[config.mk]
export PLATFORM = sky130hd
export DESIGN_NAME = gpp_port
export DESIGN_NICKNAME = d
export VERILOG_FILES = /design/src/gpp_port.v /design/src/gpp_sync.v /design/src/gpp_pin_ctrl.v
export VERILOG_INCLUDE_DIRS = /design/src
export SDC_FILE = /design/constraint.sdc
export NUM_CORES = 1
export LEC_CHECK = 0
export BUFFER_PORTS_ARGS = -buffer_cell sky130_fd_sc_hd__buf_2
export CAP_MARGIN = 20
export CORE_ASPECT_RATIO = 2
export CORE_MARGIN = 2
export CORE_UTILIZATION = 40
export CTS_BUF_LIST = sky130_fd_sc_hd__clkbuf_4
export DETAILED_ROUTE_END_ITERATION = 10
export GPL_ROUTABILITY_DRIVEN = 0
export HOLD_SLACK_MARGIN = 0.12
export PLACE_DENSITY = 0.84
export SLEW_MARGIN = 5
export SYNTH_ARGS = -nofsm -noshare
export SYNTH_HDL_FRONTEND = slang
export SYNTH_SLANG_ARGS = --single-unit
[constraint.sdc]
create_clock -name clk -period 2 [get_ports clk]
set_clock_uncertainty 0.15 [all_clocks]
set_input_delay 0.4 -clock clk [delete_from_list [all_inputs] [get_ports clk]]
set_output_delay 0.4 -clock clk [all_outputs]
set_load 0.005 [all_outputs]
[src/gpp_consts.vh]
// constants for the general-purpose port block
`ifndef GPP_CONSTS_VH
`define GPP_CONSTS_VH
// i/o space addresses (no printed offsets; chosen locally)
`define GPP_ADDR_PIN_SENSE 6'h03
`define GPP_ADDR_DIRECTION 6'h04
`define GPP_ADDR_OUT_LATCH 6'h05
`define GPP_ADDR_MCU_CTRL 6'h35
// mcu control field positions, reset values and address width
`define GPP_MCU_PUD_BIT 4
`define GPP_MCU_RW_MASK 8'h10
`define GPP_MCU_RESET 8'h00
`define GPP_PORT_RESET 8'h00
`define GPP_ADDR_W 6
`endif

[src/gpp_port.v]
// general-purpose bidirectional port with i/o-space registers
`timescale 1ns/1ps
`default_nettype none
`include "gpp_consts.vh"
module gpp_port #(
  parameter WIDTH = 8,
  parameter [`GPP_ADDR_W-1:0] ADDR_PIN = `GPP_ADDR_PIN_SENSE,
  parameter [`GPP_ADDR_W-1:0] ADDR_DIR = `GPP_ADDR_DIRECTION,
  parameter [`GPP_ADDR_W-1:0] ADDR_OUT = `GPP_ADDR_OUT_LATCH
) (
  input wire clk,
  input wire arst_n,
  input wire [`GPP_ADDR_W-1:0] io_addr,
  input wire io_wr,
  input wire io_rd,
  input wire [7:0] io_wdata,
  output reg [7:0] io_rdata,
  input wire [WIDTH-1:0] pad_in,
  output wire [WIDTH-1:0] pad_out,
  output wire [WIDTH-1:0] pad_oe_n,
  output wire [WIDTH-1:0] pad_pullup,
  input wire [WIDTH-1:0] alt_en,
  input wire [WIDTH-1:0] alt_out,
  input wire [WIDTH-1:0] alt_oe,
  output wire global_pullup_off
);
  // ==========================================================
  // registers
  reg [WIDTH-1:0] port_output_latch;
  reg [WIDTH-1:0] port_direction;
  reg [7:0] mcu_control;
  wire [WIDTH-1:0] port_pin_sense;
  wire wr_out;
  wire wr_dir;
  wire wr_pin;
  wire wr_mcu;

  assign wr_out = io_wr && (io_addr == ADDR_OUT);
  assign wr_dir = io_wr && (io_addr == ADDR_DIR);
  assign wr_pin = io_wr && (io_addr == ADDR_PIN);
  assign wr_mcu = io_wr && (io_addr == `GPP_ADDR_MCU_CTRL);
  assign global_pullup_off = mcu_control[`GPP_MCU_PUD_BIT];

  // a set/clear instruction arrives as a whole-byte write of the
  // read-modified value, so each bit updates on its own
  always @(posedge clk or negedge arst_n) begin
    if (!arst_n) begin
      port_output_latch <= `GPP_PORT_RESET >> (8 - WIDTH);
      port_direction <= `GPP_PORT_RESET >> (8 - WIDTH);
      mcu_control <= `GPP_MCU_RESET;
    end else begin
      if (wr_out) begin
        port_output_latch <= io_wdata[WIDTH-1:0];
      end else if (wr_pin) begin
        // toggle ones, keep zeros
        port_output_latch <= port_output_latch
          ^ io_wdata[WIDTH-1:0];
      end
      if (wr_dir) begin
        port_direction <= io_wdata[WIDTH-1:0];
      end
      if (wr_mcu) begin
        // only the pull-up disable is writable here
        mcu_control <= io_wdata & `GPP_MCU_RW_MASK;
      end
    end
  end

  // ==========================================================
  // pins
  genvar i;
  generate
    for (i = 0; i < WIDTH; i = i + 1) begin : g_pin
      gpp_pin_ctrl u_pin (
        .arst_n(arst_n),
        .dir_bit(port_direction[i]),
        .out_latch_bit(port_output_latch[i]),
        .global_pullup_off(global_pullup_off),
        .alt_en(alt_en[i]),
        .alt_out(alt_out[i]),
        .alt_oe(alt_oe[i]),
        .pad_out(pad_out[i]),
        .pad_oe_n(pad_oe_n[i]),
        .pad_pullup(pad_pullup[i])
      );
    end
  endgenerate

  // ==========================================================
  // input sampling; loop-back delay follows from the two stages
  gpp_sync #(.WIDTH(WIDTH)) u_sync (
    .clk(clk),
    .arst_n(arst_n),
    .din(pad_in),
    .dout(port_pin_sense)
  );

  // ==========================================================
  // read mux; three port addresses plus the control byte
  always @* begin
    io_rdata = 8'h00;
    if (io_rd && io_addr == ADDR_PIN) begin
      io_rdata[WIDTH-1:0] = port_pin_sense;
    end else if (io_rd && io_addr == ADDR_DIR) begin
      io_rdata[WIDTH-1:0] = port_direction;
    end else if (io_rd && io_addr == ADDR_OUT) begin
      io_rdata[WIDTH-1:0] = port_output_latch;
    end else if (io_rd && io_addr == `GPP_ADDR_MCU_CTRL) begin
      io_rdata = mcu_control;
    end
  end
endmodule // gpp_port
`default_nettype wire

[src/gpp_sync.v]
// two-stage input synchroniser for one port's pins
`timescale 1ns/1ps
`default_nettype none
module gpp_sync #(
  parameter WIDTH = 8
) (
  input wire clk,
  input wire arst_n,
  input wire [WIDTH-1:0] din,
  output reg [WIDTH-1:0] dout
);
  reg [WIDTH-1:0] stage1;
  // first stage read only by the second
  always @(posedge clk or negedge arst_n) begin
    if (!arst_n) begin
      stage1 <= {WIDTH{1'b0}};
      dout <= {WIDTH{1'b0}};
    end else begin
      stage1 <= din;
      dout <= stage1;
    end
  end
endmodule // gpp_sync
`default_nettype wire

[src/gpp_pin_ctrl.v]
// per-pin driver, enable and pull-up decode
`timescale 1ns/1ps
`default_nettype none
module gpp_pin_ctrl (
  input wire arst_n,
  input wire dir_bit,
  input wire out_latch_bit,
  input wire global_pullup_off,
  input wire alt_en,
  input wire alt_out,
  input wire alt_oe,
  output wire pad_out,
  output wire pad_oe_n,
  output wire pad_pullup
);
  wire drive;
  assign drive = alt_en ? alt_oe : dir_bit;
  // reset gates the drivers directly: no clock needed
  assign pad_oe_n = ~(drive & arst_n);
  assign pad_out = alt_en ? alt_out : out_latch_bit;
  assign pad_pullup = arst_n & ~drive & out_latch_bit
    & ~global_pullup_off;
endmodule // gpp_pin_ctrl
`default_nettype wire

==> After elaboration in Yosys (flattened, before gate mapping) <==
Cells that the tools add are included.
Widths: inputs -> output; s select.
{ "classes": {"eq_ne": 4, "mux": 22, "bitwise": 50, "reduce_logical": 9} }
{ "op_table": {"columns": ["operator", "n"], "rows": [
  ["$mux 8", 5],
  ["$and 1x1->1", 32],
  ["$not 1->1", 17],
  ["$mux 1", 16],
  ["$eq 6x3->1 const B", 2],
  ["$logic_and 1x1->1", 8],
  ["$xor 8x8->8", 1],
  ["$eq 6x2->1 const B", 1],
  ["$eq 6x6->1 const B", 1],
  ["$mux 5", 1],
  ["$reduce_bool 2->1", 1]
]} }
{ "totals": {"reg_bits": 33, "input_bits": 50, "wordCells": 90} }

==> Longest topological paths before layout <==
{ "depth": {"ltp_word": 6, "ltp_mapped": 6} }

==> Cells and area by module <==
From an unflattened synthesis, not the netlist that was laid out.
{ "unflattened": {"cells_unflattened": 181, "hier_area_um2": 1991.9} }
{ "by_module_without_submodules": {"columns": ["module", "instances", "cells_per_inst", "area_each_um2", "seq_area_each_um2"], "rows": [
  ["gpp_port", 1, 125, 1241.2, 425.4],
  ["gpp_sync", 1, 16, 400.4, 400.4],
  ["gpp_pin_ctrl", 8, 5, 43.8, 0.0]
]} }

==> Least setup slack after synthesis <==
OpenSTA, ideal clock, no wires.
{ "synth_path": {"path_type": "input to output", "start": "in io_addr[3]", "end": "out io_rdata[0]", "arrival_time_ns": 1.522, "required_time_ns": 1.450, "path_slack_ns": -0.072, "path_stages": 5, "path_cell_list": "or3_4 > nor3_2 > and2_0 > clkbuf_1 > a221o_1"} }
{ "synth_between": {"elab_chain_len": 5, "word_cells_on_any_way": 9, "classes_between": "eq/ne (3); mux (3); reduce/logical (3)"} }
{ "synth_rtl": {"columns": ["item", "line_no", "rtl"], "rows": [
  ["from (decl)", "gpp_port.v:13", "input wire [`GPP_ADDR_W-1:0] io_addr,"],
  ["$eq 6x3->1", "gpp_port.v:106", "end else if (io_rd && io_addr == ADDR_OUT) begin"],
  ["$logic_and 1x1->1", "gpp_port.v:106", null],
  ["$mux 8", "gpp_port.v:106", null],
  ["$mux 8", "gpp_port.v:104", "end else if (io_rd && io_addr == ADDR_DIR) begin"],
  ["$mux 8 *", "gpp_port.v:102", "if (io_rd && io_addr == ADDR_PIN) begin"],
  ["to (decl)", "gpp_port.v:17", "output reg [7:0] io_rdata,"]
]} }
Every way passes the cells marked *; elsewhere a longest branch is shown, timed or not.

==> Worst setup path after layout <==
{ "layout_path": {"start": "in io_addr[4]", "end": "out io_rdata[3]"} }
The elaborated chain is that of the path after synthesis.

==> results.md <==
* Placed insts at 294
* TritonCTS clock tree: yes
* ANT nets after route at 0
* Total power at 1.64 mW
* Buf/Inv on CP at 2
* Hold_ws at 149 ps
* Core ar. at 0.00434 sq mm
* Max cap viols at 0
* Unrepaired setup endpoints after global routing: true
* Clock Sinks at 33
* Area of the mapped netlist at 0.00180 sq mm
* Crit path required time at 1450 ps
* Synth Warn # at 0
* Via density at 4.69
* Fin crit share at 110%
* Min-delay worst type: primary input to register
* Minimum clock period at 2210 ps
* Endpoints failing setup at 8
* Avg Cell Area, Syn at 10.4 sq um
* Final instance area at 0.00241 sq mm
* Mapped Cells at 172
* Fin cells at 313
* Share of layout cells above drive strength 1 at 53.3%
* PnR worst setup slack at -206 ps
* Residual DRC count at 0
* Final #Nets at 308
* Crit path capture type: output port
* FP Rows at 34
* Final Core Density at 55.5%
* FFs w/ async S/R, synth at 100%
* Total number of vias at 1,469
* Num CTS Buffers at 5
* First-pass DRT Iterations at 4
* DPL Wire Length at 3120 um
* Least-Margin Pin Slew at 769 ps
* Initial antenna violation count at 0
* Leakage at 1.21 nW
* Critical path class: primary input to output port
* Fin. Hold Viols at 0
* Internal Power at 1.22 mW
* Clock transition at path regs at 100 ps
* Worst Setup Start Kind: primary input
* Number of synthesized flops with an enable pin at 0
* Most common cell after layout, fill and taps aside: buf_2
* Grt total ovfl at 0
* IO Pins at 83
* Crit path max-delay family: simple AND/OR/NAND/NOR gates
* P_sw at 419 uW
* # port buffers at 82
* Max Slew Vio Count at 0
* Fin Setup TNS at -1500 ps
* Die area at 0.00508 sq mm
* Die Y-Extent at 98.8 um
* Die width at 51.4 um
* All-layer global routing usage at 16.8%
* Largest net degree at the start of global routing at 18
* FMAX at 0.453 GHz
* Pre-CTS worst setup slack at -247 ps
* CP arrival at 1660 ps
* CTS root buffer: clkbuf_4
* Max H-tree Level at 2
* Relative slew margins at 48.5%
* Starting Density at 41.4%
* Routed wire per std cell at 12.8 um
* Initial drt markers at 28
* #FFs+latches synth at 33
* Comb power frac at 21.3%
* Commonest non-fill, non-tap cells in the layout: 80 x buf_2, 35 x nand2_1, 33 x dfrtp_1
* Failing checks: setup timing
* Routed WL at 3990 um
* Net Sw Frac at 25.5%
* Crit path max fanout at 7
* Power per cell area at 680 mW/mm^2
* Clk Latency, worst-skew pair at 310 ps
* Fill count at 415
* Slowest cell delay on critical path at 420 ps
* Sequential fraction of the synthesis area at 46.0%
* Sequential power share at 49.8%
* Placed instance area at 0.00220 sq mm
* Worst path cell trace: buf_6, or3_4, or2_4, nor2_4, a221o_1, buf_2
* Area delta synth->final at 34.1%
* # diodes at 0
* CP max-delay cell: or3_4
* Count of different cell masters after synthesis at 27
* First-pass GRT wire length at 6380 um
* VDD IR max at 0.823 mV
* Post-synthesis net count at 222
* Vias in the first global route at 1,472
* Outcome: finished, violations left
* Top_reg_cell synth: dfrtp_1
* CTS max path bufs at 2
* Clock power frac at 28.9%
==> worst paths after layout <==
kind                                    from              endpoint  slack, ps  depth (start not counted)
max in group asynchronous             arst_n  port_output_latch[3]        480                          3
max                               io_addr[4]           io_rdata[3]       -210                          6
min in group asynchronous             arst_n      u_sync.stage1[3]        650                          4
min reg2reg                 u_sync.stage1[7]        u_sync.dout[7]        190                          0
max reg2reg                port_direction[5]     port_direction[5]       1050                          1
min                              io_wdata[5]     port_direction[5]        150                          2
==> final cells by class <==
cell class	count	area, sq um	share of cell area [%]
clock inverter	2	33.8	1.40
inverter	1	3.75	0.156
clock buffer	6	45.0	1.87
multi-input combinational	110	795	33.0
timing repair buffer	107	639	26.5
tap	54	67.6	2.80
sequential	33	826	34.3
==> metal layers <==
metal	track usage, %	vias to the layer above	wire [um]
met3	4.39	2	222
met5	0	-	0
li1	-	729	-
met2	33.2	48	2390
met4	6.07	0	28
met1	15.3	690	1350
==> Yosys cell counts (2+ instances only) <==
library cell	instances	share of area (%)
and2_1	7	2.4
buf_4	24	10
dfrtp_1	33	46
nor3_1	2	0.56
nand2b_1	2	0.70
clkbuf_1	3	0.63
nor2_1	10	2.1
xor2_1	8	3.9
mux2_2	24	15
a221o_1	7	3.9
nand2_1	36	7.5
==> power groups by stage <==
stage	sequential (mW)	clock [mW]	combinational [mW]
2_1_floorplan	0.807	0	0.247
3_3_place_gp	0.827	0	0.317
3_5_place_dp	0.831	0	0.329
4_1_cts	0.816	0.497	0.348
5_1_grt	0.829	0.540	0.389
6_report	0.816	0.473	0.349
==> cell families after synthesis <==
kind of cell | count (synthesis) | share of synthesized area [%]
buffers and inverters | 29 | 11.5
muxes | 25 | 15.7
xor gates and xnor gates | 8 | 3.90
and+or+nand+nor | 66 | 16.9
AOI/OAI and AO/OA | 11 | 6.06
DFF | 33 | 46.0
==> state kept, by name (all words and copies together), names as in the netlist <==
name / count
mcu_control: 1
u_sync.dout: 8
port_direction: 8
u_sync.stage1: 8
port_output_latch: 8
==> repair_timing <==
item | CTS | global route
setup endpoints to repair | 8 | 9
endpoints found under the hold margin | 25 | 0
resized for setup | 1 | 5
hold buffers | 10 | 0
pin swaps | 7 | 8
setup buffers | 0 | 1
No activity file was read; power rests on OpenSTA's default activity.
